### src/shared/sis_pkg.sv
// constants for the system integrity control/status block
package sis_pkg;
  // register map, byte address of the single register
  localparam logic [7:0] SIS_CTRL_STATUS_OFFSET = 8'h00;
  localparam logic [7:0] SIS_CTRL_STATUS_RESET = 8'h00;
  // field positions inside system_integrity_ctrl_status
  localparam int SIS_DETECT_SOURCE_SELECT_BIT = 7;
  localparam int SIS_VOLTAGE_IRQ_ENABLE_BIT = 6;
  localparam int SIS_VOLTAGE_LOW_FLAG_BIT = 5;
  localparam int SIS_LOWVOLT_RESET_FLAG_BIT = 4;
  localparam int SIS_WATCHDOG_RESET_FLAG_BIT = 0;
  // source select encodings
  localparam logic SIS_SRC_MAIN_SUPPLY = 1'h0;
  localparam logic SIS_SRC_EXT_PIN = 1'h1;
  // axi4-lite response codes
  localparam logic [1:0] SIS_RESP_OKAY = 2'h0;
  localparam logic [1:0] SIS_RESP_SLVERR = 2'h2;
  // synchroniser depth
  localparam int SIS_SYNC_STAGES = 2;
  // index of each pin in the synchronised input vector
  localparam int SIS_IN_DET_ENABLE = 0;
  localparam int SIS_IN_SUPPLY_LOW = 1;
  localparam int SIS_IN_EXT_LOW = 2;
  localparam int SIS_IN_COUNT = 3;
endpackage

### src/logic/sis_sync.sv
// two-stage synchroniser for asynchronous level inputs
`timescale 1ns/1ps
module sis_sync
  import sis_pkg::*;
#(
  parameter int WIDTH = SIS_IN_COUNT
) (
  input wire logic i_clk,
  input wire logic i_rst_n,
  input wire logic [WIDTH-1:0] i_async,
  output logic [WIDTH-1:0] o_sync
);
  logic [WIDTH-1:0] meta_q;
  logic [WIDTH-1:0] meta_d;
  logic [WIDTH-1:0] sync_q;
  logic [WIDTH-1:0] sync_d;

  // next values: first stage feeds only the second stage
  always_comb begin
    meta_d = i_async;
    sync_d = meta_q;
  end

  // one flop pair per bit
  genvar g;
  generate
    for (g = 0; g < WIDTH; g++) begin : g_bit
      always_ff @(posedge i_clk) begin
        if (!i_rst_n) begin
          meta_q[g] <= 1'b0;
          sync_q[g] <= 1'b0;
        end else begin
          meta_q[g] <= meta_d[g];
          sync_q[g] <= sync_d[g];
        end
      end
    end
  endgenerate

  assign o_sync = sync_q;
endmodule // sis_sync

### src/logic/sis_top.sv
// system integrity control/status register with axi4-lite slave port
//
// Functional notes
// - bit 7 selects supply or external pin
// - detection works only when detector enabled
// - enabled flag change raises interrupt request
// - entering service routine clears pending request
// - voltage low flag is hardware read-only
// - low-voltage reset sets flag, zero write clears
// - flag undefined when detector disabled by option
// - watchdog reset sets, zero write clears flag
// - reset cause encoding from the two flags
//
// Chosen here: the register offsets and the AXI4-Lite register port.
`timescale 1ns/1ps
module sis_top
  import sis_pkg::*;
#(
  parameter int ADDR_W = 8
) (
  input wire logic i_clk,
  input wire logic i_rst_n,
  // axi4-lite write address channel
  input wire logic i_s_axi_awvalid,
  output logic o_s_axi_awready,
  input wire logic [ADDR_W-1:0] i_s_axi_awaddr,
  input wire logic [2:0] i_s_axi_awprot,
  // axi4-lite write data channel
  input wire logic i_s_axi_wvalid,
  output logic o_s_axi_wready,
  input wire logic [31:0] i_s_axi_wdata,
  input wire logic [3:0] i_s_axi_wstrb,
  // axi4-lite write response channel
  output logic o_s_axi_bvalid,
  input wire logic i_s_axi_bready,
  output logic [1:0] o_s_axi_bresp,
  // axi4-lite read address channel
  input wire logic i_s_axi_arvalid,
  output logic o_s_axi_arready,
  input wire logic [ADDR_W-1:0] i_s_axi_araddr,
  input wire logic [2:0] i_s_axi_arprot,
  // axi4-lite read data channel
  output logic o_s_axi_rvalid,
  input wire logic i_s_axi_rready,
  output logic [31:0] o_s_axi_rdata,
  output logic [1:0] o_s_axi_rresp,
  // option configuration: low_voltage_detector enabled (pin level)
  input wire logic i_detector_enabled,
  // comparator outputs with hysteresis, high while below threshold
  input wire logic i_supply_below,
  input wire logic i_ext_pin_below,
  // reset cause levels from the reset controller, same clock
  input wire logic i_lowvolt_reset_cause,
  input wire logic i_watchdog_reset_cause,
  // cpu vectors into the voltage service routine (one-cycle pulse)
  input wire logic i_irq_ack,
  output logic o_voltage_irq,
  output logic o_voltage_low
);
  // synchronised pins
  logic [SIS_IN_COUNT-1:0] pins_raw;
  logic [SIS_IN_COUNT-1:0] pins_sync;
  logic det_enabled;
  logic supply_low;
  logic ext_low;

  // register fields
  logic src_sel_q;
  logic src_sel_d;
  logic irq_en_q;
  logic irq_en_d;
  logic vlow_q;
  logic vlow_d;
  logic lvd_rf_q;
  logic lvd_rf_d;
  logic wdg_rf_q;
  logic wdg_rf_d;
  logic irq_pend_q;
  logic irq_pend_d;
  logic out_of_reset_q;
  logic out_of_reset_d;
  logic capture_cause;
  logic [7:0] reg_value;

  // bus slave state
  logic aw_have_q;
  logic aw_have_d;
  logic [ADDR_W-1:0] aw_addr_q;
  logic [ADDR_W-1:0] aw_addr_d;
  logic w_have_q;
  logic w_have_d;
  logic [31:0] w_data_q;
  logic [31:0] w_data_d;
  logic [3:0] w_strb_q;
  logic [3:0] w_strb_d;
  logic bvalid_q;
  logic bvalid_d;
  logic [1:0] bresp_q;
  logic [1:0] bresp_d;
  logic rvalid_q;
  logic rvalid_d;
  logic [31:0] rdata_q;
  logic [31:0] rdata_d;
  logic [1:0] rresp_q;
  logic [1:0] rresp_d;
  logic wr_fire;
  logic wr_hit;
  logic wr_lane0;
  logic rd_fire;
  logic rd_hit;

  // pins come from outside the clock domain
  assign pins_raw[SIS_IN_DET_ENABLE] = i_detector_enabled;
  assign pins_raw[SIS_IN_SUPPLY_LOW] = i_supply_below;
  assign pins_raw[SIS_IN_EXT_LOW] = i_ext_pin_below;

  sis_sync #(
    .WIDTH(SIS_IN_COUNT)
  ) u_sync (
    .i_clk(i_clk),
    .i_rst_n(i_rst_n),
    .i_async(pins_raw),
    .o_sync(pins_sync)
  );

  assign det_enabled = pins_sync[SIS_IN_DET_ENABLE];
  assign supply_low = pins_sync[SIS_IN_SUPPLY_LOW];
  assign ext_low = pins_sync[SIS_IN_EXT_LOW];

  // handshakes: one write and one read in flight, ready drops while answering
  assign o_s_axi_awready = !aw_have_q && !bvalid_q;
  assign o_s_axi_wready = !w_have_q && !bvalid_q;
  assign o_s_axi_arready = !rvalid_q;
  assign wr_fire = aw_have_q && w_have_q && !bvalid_q;
  assign wr_hit = aw_addr_q[ADDR_W-1:2] == SIS_CTRL_STATUS_OFFSET[ADDR_W-1:2];
  assign wr_lane0 = wr_fire && wr_hit && w_strb_q[0];
  assign rd_fire = i_s_axi_arvalid && !rvalid_q;
  assign rd_hit = i_s_axi_araddr[ADDR_W-1:2] == SIS_CTRL_STATUS_OFFSET[ADDR_W-1:2];

  // write path: hold address and data until both are in, answer next cycle
  always_comb begin
    aw_have_d = aw_have_q;
    aw_addr_d = aw_addr_q;
    w_have_d = w_have_q;
    w_data_d = w_data_q;
    w_strb_d = w_strb_q;
    bvalid_d = bvalid_q;
    bresp_d = bresp_q;
    if (i_s_axi_awvalid && o_s_axi_awready) begin
      aw_have_d = 1'b1;
      aw_addr_d = i_s_axi_awaddr;
    end
    if (i_s_axi_wvalid && o_s_axi_wready) begin
      w_have_d = 1'b1;
      w_data_d = i_s_axi_wdata;
      w_strb_d = i_s_axi_wstrb;
    end
    if (wr_fire) begin
      aw_have_d = 1'b0;
      w_have_d = 1'b0;
      bvalid_d = 1'b1;
      bresp_d = wr_hit ? SIS_RESP_OKAY : SIS_RESP_SLVERR;
    end
    if (bvalid_q && i_s_axi_bready) begin
      bvalid_d = 1'b0;
    end
  end

  always_ff @(posedge i_clk) begin
    if (!i_rst_n) begin
      aw_have_q <= 1'b0;
      aw_addr_q <= '0;
      w_have_q <= 1'b0;
      w_data_q <= 32'h0000_0000;
      w_strb_q <= 4'h0;
      bvalid_q <= 1'b0;
      bresp_q <= SIS_RESP_OKAY;
    end else begin
      aw_have_q <= aw_have_d;
      aw_addr_q <= aw_addr_d;
      w_have_q <= w_have_d;
      w_data_q <= w_data_d;
      w_strb_q <= w_strb_d;
      bvalid_q <= bvalid_d;
      bresp_q <= bresp_d;
    end
  end

  // live register image; reserved bits 3:1 always read zero
  always_comb begin
    reg_value = SIS_CTRL_STATUS_RESET;
    reg_value[SIS_DETECT_SOURCE_SELECT_BIT] = src_sel_q;
    reg_value[SIS_VOLTAGE_IRQ_ENABLE_BIT] = irq_en_q;
    reg_value[SIS_VOLTAGE_LOW_FLAG_BIT] = vlow_q;
    reg_value[SIS_LOWVOLT_RESET_FLAG_BIT] = lvd_rf_q;
    reg_value[SIS_WATCHDOG_RESET_FLAG_BIT] = wdg_rf_q;
  end

  // read path: data registered, unmapped words answer slverr with zero
  always_comb begin
    rvalid_d = rvalid_q;
    rdata_d = rdata_q;
    rresp_d = rresp_q;
    if (rd_fire) begin
      rvalid_d = 1'b1;
      rdata_d = rd_hit ? {24'h00_0000, reg_value} : 32'h0000_0000;
      rresp_d = rd_hit ? SIS_RESP_OKAY : SIS_RESP_SLVERR;
    end else if (rvalid_q && i_s_axi_rready) begin
      rvalid_d = 1'b0;
    end
  end

  always_ff @(posedge i_clk) begin
    if (!i_rst_n) begin
      rvalid_q <= 1'b0;
      rdata_q <= 32'h0000_0000;
      rresp_q <= SIS_RESP_OKAY;
    end else begin
      rvalid_q <= rvalid_d;
      rdata_q <= rdata_d;
      rresp_q <= rresp_d;
    end
  end

  // reset cause is caught on the first clock after release, never under reset
  assign capture_cause = !out_of_reset_q;

  // control and flag next values
  always_comb begin
    out_of_reset_d = 1'b1;
    src_sel_d = src_sel_q;
    irq_en_d = irq_en_q;
    lvd_rf_d = lvd_rf_q;
    wdg_rf_d = wdg_rf_q;
    irq_pend_d = irq_pend_q;
    // software side; reserved bits are simply not stored
    if (wr_lane0) begin
      src_sel_d = w_data_q[SIS_DETECT_SOURCE_SELECT_BIT];
      irq_en_d = w_data_q[SIS_VOLTAGE_IRQ_ENABLE_BIT];
      // zero clears, one leaves the flag alone
      if (!w_data_q[SIS_LOWVOLT_RESET_FLAG_BIT]) begin
        lvd_rf_d = 1'b0;
      end
      if (!w_data_q[SIS_WATCHDOG_RESET_FLAG_BIT]) begin
        wdg_rf_d = 1'b0;
      end
    end
    // hardware sets after software clears so a coincident event wins
    if (capture_cause) begin
      if (i_lowvolt_reset_cause) begin
        lvd_rf_d = 1'b1;
        wdg_rf_d = 1'b0;
      end else if (i_watchdog_reset_cause) begin
        wdg_rf_d = 1'b1;
      end
    end
    // optioned out the flag holds, except at the release capture (enable sync reads 0)
    if (!det_enabled && !capture_cause) begin
      lvd_rf_d = lvd_rf_q;
    end
    // pending request: ack clears, a flag change in the same cycle wins
    if (i_irq_ack) begin
      irq_pend_d = 1'b0;
    end
    if (det_enabled && irq_en_q && (vlow_d != vlow_q)) begin
      irq_pend_d = 1'b1;
    end
    if (!irq_en_q || !det_enabled) begin
      irq_pend_d = 1'b0;
    end
  end

  // voltage low follows the selected comparator; forced low when optioned out
  always_comb begin
    if (!det_enabled) begin
      vlow_d = 1'b0;
    end else if (src_sel_q == SIS_SRC_EXT_PIN) begin
      vlow_d = ext_low;
    end else begin
      vlow_d = supply_low;
    end
  end

  always_ff @(posedge i_clk) begin
    if (!i_rst_n) begin
      out_of_reset_q <= 1'b0;
      src_sel_q <= SIS_CTRL_STATUS_RESET[SIS_DETECT_SOURCE_SELECT_BIT];
      irq_en_q <= SIS_CTRL_STATUS_RESET[SIS_VOLTAGE_IRQ_ENABLE_BIT];
      vlow_q <= SIS_CTRL_STATUS_RESET[SIS_VOLTAGE_LOW_FLAG_BIT];
      lvd_rf_q <= SIS_CTRL_STATUS_RESET[SIS_LOWVOLT_RESET_FLAG_BIT];
      wdg_rf_q <= SIS_CTRL_STATUS_RESET[SIS_WATCHDOG_RESET_FLAG_BIT];
      irq_pend_q <= 1'b0;
    end else begin
      out_of_reset_q <= out_of_reset_d;
      src_sel_q <= src_sel_d;
      irq_en_q <= irq_en_d;
      vlow_q <= vlow_d;
      lvd_rf_q <= lvd_rf_d;
      wdg_rf_q <= wdg_rf_d;
      irq_pend_q <= irq_pend_d;
    end
  end

  // outputs
  assign o_s_axi_bvalid = bvalid_q;
  assign o_s_axi_bresp = bresp_q;
  assign o_s_axi_rvalid = rvalid_q;
  assign o_s_axi_rdata = rdata_q;
  assign o_s_axi_rresp = rresp_q;
  assign o_voltage_irq = irq_pend_q;
  assign o_voltage_low = vlow_q;
endmodule // sis_top

### config.mk
export PLATFORM = sky130hd
export DESIGN_NAME = sis_top
export DESIGN_NICKNAME = d
export VERILOG_FILES = /design/src/shared/sis_pkg.sv /design/src/logic/sis_sync.sv /design/src/logic/sis_top.sv
export SDC_FILE = /design/constraint.sdc
export NUM_CORES = 1
export LEC_CHECK = 0
export ABC_AREA = 0
export BUFFER_PORTS_ARGS = -buffer_cell sky130_fd_sc_hd__buf_2
export CAP_MARGIN = 20
export CORE_MARGIN = 4
export CORE_UTILIZATION = 43
export CTS_CLUSTER_DIAMETER = 60
export DETAILED_ROUTE_END_ITERATION = 7
export HOLD_SLACK_MARGIN = 0.1
export PLACE_DENSITY = 0.86
export SYNTH_ARGS = -nofsm -noshare
export SYNTH_HDL_FRONTEND = slang
export SYNTH_SLANG_ARGS = --single-unit
### constraint.sdc
create_clock -name i_clk -period 4.1 [get_ports i_clk]
set_clock_uncertainty 0.1 [all_clocks]
set_input_delay 0.205 -clock i_clk [delete_from_list [all_inputs] [get_ports i_clk]]
set_output_delay 0.205 -clock i_clk [all_outputs]
set_load 0.05 [all_outputs]
==> metrics.md, run 1 <==
| Metric | Value |
|---|---|
| Status | `completed` |
| Mapped Area | `~0.0015 mm²` |
| Final hold vios | `0` |
| Total CTS buffers | `5` |
| DRT Wirelength | `just under 3000 µm` |
| Switching share of power | `about a third` |
| Grt ovf | `0` |
| Pre-CTS WS | `between 2 and 2.5 ns` |
| TritonCTS clock tree | `built` |
| Global placement routability congestion | `between 0.7 and 0.8` |
| Vias post-DR | `1204` |
| Largest net degree at the start of global routing | `25` |
| CP cell instances | `or4_4, nor4_4, mux2i_1` |
| Share of the yosys chip area belonging to registers | `a little under half` |
| Initial DRC Count | `17` |
| Maximum vdd drop | `approximately 0.00021 V` |
| Pwr Density | `374 mW/mm²` |
| Critical path required time | `4.26 ns` |
| Port bufs | `43` |
| Clk pwr share | `roughly a quarter` |
| Vias in the first global route | `roughly 1100` |
| Final setup fails | `0` |
| Setup CP Type | `flip-flop to flip-flop` |
| Crit path max-delay cell type | `or4_4` |
| Chip Height | `between 60 and 70 µm` |
| Initial DRT Pass Iterations | `4` |
| Hpwl dp | `approximately 2200 µm` |
| Power share of the combinational group | `between 20% and 30%` |
| Die boundary width | `67.6 µm` |
| Commonest non-fill, non-tap cell in the layout | `buf_2` |
| Standard-cell rows | `21` |
| Unique masters post-synth | `28` |
| Die area | `about 0.0046 mm²` |
| Clock sinks | `35` |
| Met2 usage | `approximately 22%` |
| Crit path buffers/inverters | `0` |
| Nets@finish | `between 200 and 300` |
| Crit path max fanout | `4` |
| Gr usage total | `13.5%` |
| Post-route insts no fill | `274` |
| Routed Antenna Nets | `0` |
| Register area | `around 700 µm²` |
| Initial antenna violation count | `0` |
| Root Driver | `clkbuf_4` |
| H-tree level count | `2` |
| CP endpoint kind | `flip-flop` |
| IO Pins | `114` |
| Sequential power share | `51.5%` |
| DRC | `0` |
| Placed insts | `roughly 250` |
| Worst skew pair latency | `between 0.3 and 0.4 ns` |
| Share of cells above drive strength 1 | `a little under a quarter` |
| Slew @ Worst Pin | `between 0.8 and 0.9 ns` |
| Fill count | `around 330` |
| Pint | `roughly 480 µW` |
| First-pass GRT wire length | `4530 µm` |
| Seq cells post-synth | `35` |
| Max Slew Vio Count | `0` |
| Setup WS post-layout | `~2.5 ns` |
| GR Layer Usage met3 | `between 3 and 4%` |
| Net switching power | `231 µW` |
| Via density | `approximately 4.4` |
| Tmin final | `1.64 ns` |
| Synth Instances | `165` |
| Total of max-cap violations | `0` |
| WL per Instance | `around 11 µm` |
| P&R area growth vs syn | `25.4%` |
| Inserted Diodes | `0` |
| RSZ-0062 raised after global routing | `false` |
| Relative slew margins | `approximately two fifths` |
| Startpoint Class | `flip-flop` |
| P_leak | `a little under 0.0009 µW` |
| CP delay by family, top | `simple AND/OR/NAND/NOR gates` |
| Fin Setup TNS | `0 ns` |
| Final period utilization | `~40%` |
| Avg Inst Size Synth | `between 9 and 10 µm²` |
| Busiest grt layer | `met2` |
| Footprint of the multi-input gates | `roughly 680 µm²` |
| Most frequent cells in the layout | `44 x buf_2, 35 x dfxtp_1, 29 x conb_1, 20 x nor2_1, 19 x dlygate4sd3_1` |
| Clk buf depth | `2` |
| Synth warn | `0` |
| Post-CTS setup buffer count | `0` |
| Hold crit path type | `input pin to flip-flop` |
| Met1 Usage GRT | `15.1%` |
| Starting Density | `between 40% and 50%` |
| Core ar. | `about 0.0034 mm²` |
| Clk slew on worst S/H paths | `0.10 ns` |
| Data arrival, critical path | `1.81 ns` |
| Max incr delay on CP | `roughly 0.55 ns` |
| Maximum clock frequency | `just over 600 MHz` |
[logic make-up (layout without fill, tap and decap cells)]
group | count (synthesis) | count (layout) | synth area share, %
muxes | 14 | 14 | 9.17
other | 1 | 29 | 0.245
xor gates and xnor gates | 1 | 1 | 0.573
DFF | 35 | 35 | 45.9
and+or+nand+nor | 59 | 59 | 21.3
buffers and inverters | 39 | 74 | 16.8
AOI/OAI and AO/OA | 16 | 16 | 6.06
[registers in the layout, indices dropped and copies added, names as in the netlist, 3 cells and up]
name,flops
w_data_q,4
aw_addr_q,6
u_sync.o_sync,3
o_s_axi_rdata,5
u_sync.meta_q,3
[metal layers]
layer / routed length (µm) / vias up
met1: 1160 / 538
met3: 250 / 7
met4: 59 / 0
li1: - / 617
met2: 1500 / 42
met5: 0 / -
[repair_timing]
action | in CTS | in global routing
hold buffers | 19 | 0
hold endpoints to repair | 19 | 0
resized for setup | 0 | 0
[power groups by stage]
stage	clock (µW)	sequential [µW]	combinational, µW
5_1_grt	204	371	175
3_3_place_gp	0	376	145
6_report	185	368	163
2_1_floorplan	0	382	136
4_1_cts	190	368	162
3_5_place_dp	0	376	148
[synthesized netlist by cell type]
cell type	count	area, µm²
a211oi_1	1	7.51
a21oi_1	12	60.1
a311oi_1	2	17.5
and2_1	6	37.5
and3b_1	1	8.76
buf_1	2	7.51
buf_2	1	5.00
buf_4	29	218
clkbuf_1	3	11.3
conb_1	1	3.75
dfxtp_1	35	701
inv_1	4	15.0
mux2i_1	14	140
nand2_1	9	33.8
nand2b_1	6	37.5
nand3_1	1	5.00
nand4_1	5	31.3
nand4b_1	1	8.76
nor2_1	20	75.1
nor2b_1	3	18.8
nor3_1	2	10.0
nor3b_1	1	7.51
nor3b_2	1	12.5
nor4_1	1	6.26
nor4_4	1	21.3
o211ai_1	1	7.51
or4_4	1	11.3
xor2_1	1	8.76
[stage by stage]
| stage | total power [µW] | hold slack (ns) | area, µm² | util [%] |
|---|---|---|---|---|
| floorplan | 518 | 0.133 | 1630 | - |
| global placement | 521 | 0.312 | 1660 | 49.1 |
| detailed placement | 524 | 0.316 | 1660 | 49.1 |
| CTS | 720 | 0.129 | 1910 | 56.4 |
| global route | 750 | 0.129 | 1920 | 56.5 |
| finish | 716 | 0.140 | 1920 | 56.5 |
[tightest hold or removal path, stage by stage]
cell and delay (ns):
buf_2 0.07, nor4_1 0.09, nand4_1 0.11, a21oi_1 0.06
[area by class of cell]
cell class,count,share of cell area [%]
flip-flops and latches,35,36.6
multi-input cells,119,35.3
repair buffers,63,21.4
clock inverters,1,0.261
inverters,4,0.784
clock buffers,6,2.68
well taps,46,3.00
[path summary, 6_finish.rpt]
check                    start          endpoint  slack (ns)  depth (start not counted)
max               aw_addr_q[7]          irq_en_q        2.46                          3
min          i_s_axi_araddr[6]  o_s_axi_rdata[5]        0.14                          4
max reg2reg       aw_addr_q[7]          irq_en_q        2.46                          3
min reg2reg   u_sync.meta_q[1]  u_sync.o_sync[1]        0.34                          1
Power figures use the tool's default switching activity.
==> inputs of run 2 (changes only) <==
Settings changed: ABC_AREA 0 to 1, CORE_UTILIZATION 43 to 36, PLACE_DENSITY 0.86 to 0.77.
Clock period 4.1 ns to 1.3 ns, I/O delays scaled along.
==> metrics.md, run 2 <==
| Metric | Value |
|---|---|
| Max reg flops | `6 (unchanged)` |
| Mapped Area | `0.00150 mm² (was 0.00153 mm²)` |
| Footprint of the multi-input gates | `638 µm² (was 676 µm²)` |
| DRC | `0 (unchanged)` |
| H-tree level count | `2 (unchanged)` |
| Hold Path Stages | `2 (was 4)` |
| Top-count cell post-synth | `nor2_1 (was dfxtp_1)` |
| Ys async rst share | `0% (unchanged)` |
| Global placement routability congestion | `0.753 (was 0.745)` |
| Net switching power | `826 µW (was 231 µW)` |
| TritonCTS clock tree | `built (unchanged)` |
| Post-route insts no fill | `324 (was 274)` |
| Root Driver | `clkbuf_8 (was clkbuf_4)` |
| DRT Wirelength | `3270 µm (was 2960 µm)` |
| First-pass GRT wire length | `5360 µm (was 4530 µm)` |
| Port bufs | `43 (unchanged)` |
| Largest net degree at the start of global routing | `24 (was 25)` |
| Seq cells post-synth | `35 (unchanged)` |
| Core ar. | `0.00403 mm² (was 0.00339 mm²)` |
| Pint | `1940 µW (was 484 µW)` |
| R2R depth | `5 (was 3)` |
| Data arrival, critical path | `1.33 ns (was 1.81 ns)` |
| Clk slew on worst S/H paths | `0.07 ns (was 0.10 ns)` |
| Final period utilization | `93.9%` |
| Maximum clock frequency | `819 MHz` |
| Final hold vios | `0 (unchanged)` |
| Initial DRC Count | `33 (was 17)` |
| Sequential power share | `42.9% (was 51.5%)` |
| Tmin final | `approximately 1.2 ns` |
| Cell Area, Placed | `0.00168 mm² (was 0.00166 mm²)` |
| Post-CTS setup buffer count | `0 (unchanged)` |
| Pwr Density | `1310 mW/mm² (was 374 mW/mm²)` |
| P_leak | `0.00105 µW (was 0.000874 µW)` |
| Share of cells above drive strength 1 | `25.5% (was 23.7%)` |
| Yosys top cell area share | `46.6% (was 45.9%)` |
| Nets@finish | `344 (was 299)` |
| Most frequent cells in the layout | `43 x buf_2, 38 x nor2_1, 32 x dfxtp_1, 30 x nand2_1 (was 44 x buf_2, 35 x dfxtp_1, 29 x conb_1, 20 x nor2_1, 19 x dlygate4sd3_1)` |
| Clk buf depth | `2 (unchanged)` |
| Grt ovf | `0 (unchanged)` |
| Clk pwr share | `35.7% (was 25.8%)` |
| Register area | `707 µm² (was 701 µm²)` |
| Synth Instances | `197 (was 165)` |
| Routed Antenna Nets | `0 (unchanged)` |
| Critical path required time | `1.41 ns (was 4.26 ns)` |
| Power share of the combinational group | `21.4% (was 22.7%)` |
| IO Pins | `114 (unchanged)` |
| Gr usage total | `13.3% (was 13.5%)` |
| Standard-cell rows | `23 (was 21)` |
| Via density | `4.16 (was 4.39)` |
| Chip Height | `72.6 µm (was 67.6 µm)` |
| Worst skew pair latency | `0.28 ns (was 0.33 ns)` |
| Maximum vdd drop | `0.000623 V (was 0.000211 V)` |
| CP endpoint kind | `flip-flop (unchanged)` |
| Avg Inst Size Synth | `7.63 µm² (was 9.26 µm²)` |
| P&R area growth vs syn | `40.1% (was 25.4%)` |
| Finished Cell Area | `0.00210 mm² (was 0.00192 mm²)` |
| Share of the yosys chip area belonging to registers | `46.6% (was 45.9%)` |
| Most flops, register | `aw_addr_q (unchanged)` |
| Total of max-cap violations | `0 (unchanged)` |
| Switching share of power | `29.9% (was 32.3%)` |
| Setup CP Type | `input pin to flip-flop (was flip-flop to flip-flop)` |
| Die area | `0.00527 mm² (was 0.00457 mm²)` |
| Ys flop type | `dfxtp_1 (unchanged)` |
| Post-synth top area cell | `dfxtp_1 (unchanged)` |
| Final Power | `2760 µW (was 716 µW)` |
| Synth warn | `0 (unchanged)` |
| Most frequent cells after synthesis | `40 x nor2_1, 35 x dfxtp_1, 32 x nand2_1 (was 35 x dfxtp_1, 29 x buf_4, 20 x nor2_1)` |
| Starting Density | `37.3% (was 45.1%)` |
| Vias post-DR | `1349 (was 1204)` |
| Clock sinks | `35 (unchanged)` |
| Commonest non-fill, non-tap cell in the layout | `buf_2 (unchanged)` |
| Max Slew Vio Count | `0 (unchanged)` |
| Fill count | `378 (was 326)` |
| Inserted Diodes | `0 (unchanged)` |
| Startpoint Class | `input pin (was flip-flop)` |
| Placed insts | `287 (was 247)` |
| Status | `completed (unchanged)` |
| Initial DRT Pass Iterations | `4 (unchanged)` |
| Initial antenna violation count | `0 (unchanged)` |
| Hold crit path type | `flip-flop to flip-flop (was input pin to flip-flop)` |
| Post-synth EDFFs | `0 (unchanged)` |
| Crit path max fanout | `6 (was 4)` |
| Unique masters post-synth | `22 (was 28)` |
| Die boundary width | `72.6 µm (was 67.6 µm)` |
| Final Util | `52.2% (was 56.5%)` |
| Hpwl dp | `2190 µm (was 2150 µm)` |
| Vias in the first global route | `1306 (was 1077)` |
| Final setup fails | `0 (unchanged)` |
| Total CTS buffers | `5 (unchanged)` |
| WL per Instance | `10.1 µm (was 10.8 µm)` |
| Area contributors post-synth | `dfxtp_1 47%, buf_4 14%, nor2_1 10% (was dfxtp_1 46%, buf_4 14%, mux2i_1 9.2%)` |
[run 2: cell count changes after synthesis, sizes merged, moves of 3 or more]
cell	before	now
nand4	5	2
inv	4	17
nor2b	3	0
nor2	20	43
o21ai	0	15
nand2b	6	0
nand2	9	33
mux2i	14	0
and2	6	0
[run 2: layout make-up]
cell class	instances	area share, %
timing repair buffer	73	24.4
tap	50	2.97
clock buffer	6	3.92
multi-input combinational	141	30.3
inverter	17	3.15
clock inverter	2	1.66
sequential	35	33.6
[run 2: path summary, 6_finish.rpt]
check | start | end | slack (ns)
min | u_sync.meta_q[2] | u_sync.o_sync[2] | 0.31
max | i_s_axi_araddr[4] | o_s_axi_rdata[0] | 0.08
min reg2reg | u_sync.meta_q[2] | u_sync.o_sync[2] | 0.31
max reg2reg | aw_addr_q[7] | irq_en_q | 0.12
[run 2: routing by layer]
| layer | track usage, % | wire [µm] | vias up |
|---|---|---|---|
| met5 | 0 | 0 | - |
| met1 | 13.5 | 1280 | 581 |
| met2 | 24.6 | 1640 | 57 |
| li1 | - | - | 705 |
| met3 | 4.41 | 274 | 6 |
| met4 | 5.53 | 67 | 0 |
[run 2: worst max-delay path, stage by stage]
cell	delay [ns]
dlygate4sd3_1	0.54
buf_2	0.13
nor2_1	0.10
nand3_1	0.13
nor2_4	0.17
nand2_1	0.07
a21oi_1	0.11
[run 2: cell families (layout without fill, tap and decap cells)]
logic type	Yosys count	count (layout)	synth area share (%)
and+or+nand+nor	84	84	23.5
buffers and inverters	49	98	20.1
DFF	35	35	46.6
AOI/OAI and AO/OA	28	28	9.49
other	1	29	0.250
[run 2: stage by stage]
stage	worst slack, ns	setup TNS, ns	hold WS (ns)
3_3_place_gp	0.115	0	0.152
4_1_cts	0.0587	0	0.312
3_5_place_dp	0.0923	0	0.152
5_1_grt	-0.0297	-0.0634	0.343
6_report	0.0789	0	0.312
2_1_floorplan	0.0256	0	-0.00728
[run 2: power groups by stage]
stage | registers, µW | logic [µW] | clock network, µW
global route | 1200 | 643 | 1070
finish | 1190 | 590 | 986
global placement | 1200 | 507 | 0
floorplan | 1230 | 461 | 0
detailed placement | 1210 | 516 | 0
CTS | 1180 | 584 | 1020
[run 2: repair_timing]
action | in CTS | in global routing
hold buffers | 29 | 0
gates resized for setup | 0 | 5
setup endpoints to repair | 0 | 11
endpoints found under the hold margin | 28 | 0
==> inputs of run 3 (changes only) <==
Settings changed: CELL_PAD_IN_SITES_DETAIL_PLACEMENT set to 1, CELL_PAD_IN_SITES_GLOBAL_PLACEMENT set to 2, CORE_UTILIZATION 36 to 17, GPL_ROUTABILITY_DRIVEN set to 0, PLACE_DENSITY 0.77 to not set, PLACE_DENSITY_LB_ADDON set to 0.1.
==> metrics.md, run 3 (same netlist as run 2, synthesis figures left out) <==
| Metric | Value |
|---|---|
| Status | `completed (unchanged)` |
| H-tree level count | `2 (unchanged)` |
| Die area | `0.0104 mm² (was 0.00527 mm²)` |
| WL per Instance | `9.99 µm (was 10.1 µm)` |
| P_leak | `0.00105 µW (about the same)` |
| RSZ-0062 raised after global routing | `false` |
| Pwr Density | `1230 mW/mm² (was 1310 mW/mm²)` |
| Final Power | `2670 µW (was 2760 µW)` |
| Grt ovf | `0 (unchanged)` |
| Max Slew Vio Count | `0 (unchanged)` |
| Total of max-cap violations | `0 (unchanged)` |
| Die boundary width | `102 µm (was 72.6 µm)` |
| TritonCTS clock tree | `built (unchanged)` |
| P&R area growth vs syn | `44.0% (was 40.1%)` |
| Initial antenna violation count | `0 (unchanged)` |
| Share of cells above drive strength 1 | `26.2% (was 25.5%)` |
| Hold Path Stages | `4 (was 2)` |
| Vias in the first global route | `1341 (was 1306)` |
| Via density | `3.51 (was 4.16)` |
| Standard-cell rows | `34 (was 23)` |
| Maximum clock frequency | `821 MHz (was 819 MHz)` |
| Routed Antenna Nets | `0 (unchanged)` |
| Pre-CTS WS | `0.0801 ns (was 0.0923 ns)` |
| Initial DRT Pass Iterations | `3 (was 4)` |
| Hpwl dp | `2850 µm (was 2190 µm)` |
| Total CTS buffers | `5 (unchanged)` |
| Final period utilization | `93.6% (was 93.9%)` |
| Gr usage total | `7.81% (was 13.3%)` |
| Startpoint Class | `flip-flop (was input pin)` |
| Data arrival, critical path | `1.05 ns (was 1.33 ns)` |
| Port bufs | `43 (unchanged)` |
| DRC | `0 (unchanged)` |
| Inserted Diodes | `0 (unchanged)` |
| IO Pins | `114 (unchanged)` |
| Most flops, register | `aw_addr_q (unchanged)` |
| Setup CP Type | `flip-flop to output port (was input pin to flip-flop)` |
| Vias post-DR | `1345 (was 1349)` |
| Most frequent cells in the layout | `41 x buf_2, 38 x nor2_1, 33 x dfxtp_1, 30 x nand2_1, 29 x conb_1 (was 43 x buf_2, 38 x nor2_1, 32 x dfxtp_1, 30 x nand2_1)` |
| Crit path max fanout | `2 (was 6)` |
| Final hold vios | `0 (unchanged)` |
| Clk slew on worst S/H paths | `0.07 ns (about the same)` |
| R2R depth | `6 (was 5)` |
| Maximum vdd drop | `0.000280 V (was 0.000623 V)` |
| Fill count | `1081 (was 378)` |
| Register area | `706 µm² (was 707 µm²)` |
| Worst reg2reg setup slack | `0.12 ns (about the same)` |
| Tmin final | `1.22 ns (about the same)` |
| CP endpoint kind | `output port (was flip-flop)` |
| Clk buf depth | `2 (unchanged)` |
| Chip Height | `102 µm (was 72.6 µm)` |
| Max reg flops | `6 (unchanged)` |
| Final setup fails | `0 (unchanged)` |
| Core ar. | `0.00868 mm² (was 0.00403 mm²)` |
| Initial DRC Count | `43 (was 33)` |
| Commonest non-fill, non-tap cell in the layout | `buf_2 (unchanged)` |
| Root Driver | `clkbuf_8 (unchanged)` |
| Final Util | `24.9% (was 52.2%)` |
| Critical path required time | `1.13 ns (was 1.41 ns)` |
| Nets@finish | `345 (was 344)` |
| DRT Wirelength | `3830 µm (was 3270 µm)` |
| Clock sinks | `35 (unchanged)` |
| Footprint of the multi-input gates | `642 µm² (was 638 µm²)` |
| Hold crit path type | `input pin to flip-flop (was flip-flop to flip-flop)` |
| Fin Setup TNS | `0 ns (unchanged)` |
| Largest net degree at the start of global routing | `24 (unchanged)` |
| Starting Density | `17.3% (was 37.3%)` |
| Worst skew pair latency | `0.28 ns (about the same)` |
| First-pass GRT wire length | `6320 µm (was 5360 µm)` |
| Setup WS post-layout | `0.0826 ns (was 0.0789 ns)` |
[run 3: layout make-up]
| type | count | area share [%] |
|---|---|---|
| well taps | 108 | 6.24 |
| clock buffers | 8 | 4.62 |
| repair buffers | 74 | 23.8 |
| flip-flops and latches | 35 | 32.6 |
| inverters | 17 | 3.06 |
| multi-input cells | 141 | 29.7 |
[run 3: worst paths after layout]
| check | to | startpoint |
|---|---|---|
| hold / removal | aw_addr_q[3] | i_s_axi_awvalid |
| setup / recovery | o_s_axi_wready | w_have_q |
| setup reg to reg | irq_en_q | aw_addr_q[5] |
| hold reg to reg | u_sync.o_sync[2] | u_sync.meta_q[2] |
[run 3: critical path, cell delays in order (launching register included)]
cell and delay (ns):
dfxtp_1 0.31, buf_4 0.14, nor2_4 0.11, buf_4 0.21
[run 3: stage by stage]
step	hold slack [ns]	std cells	instance area, µm²
after floorplan	-0.00728	225	1640
after global placement	0.147	349	1780
after detailed placement	0.155	349	1780
after CTS	0.102	382	2130
after global routing	0.139	383	2160
final	0.103	383	2160
[run 3: repair_timing]
action                                  in CTS  in global routing
hold buffers                                25                  0
resized for setup                            0                  9
hold endpoints to repair                    26                  0
buffers inserted                             0                  1
endpoints found under the setup margin       0                 10
[run 3: report_power, final]
| part | total [µW] | switching [µW] | internal [µW] |
|---|---|---|---|
| sequential | 1180 | 39.7 | 1140 |
| combinational | 625 | 430 | 195 |
| clock | 868 | 384 | 484 |
[run 3: per-layer routing]
| layer | track usage [%] | up-vias | wire [µm] |
|---|---|---|---|
| met2 | 13.5 | 47 | 1810 |
| met3 | 2.32 | 5 | 321 |
| met5 | 0 | - | 0 |
| met4 | 3.03 | 0 | 44 |
| met1 | 9.08 | 586 | 1650 |
| li1 | - | 707 | - |
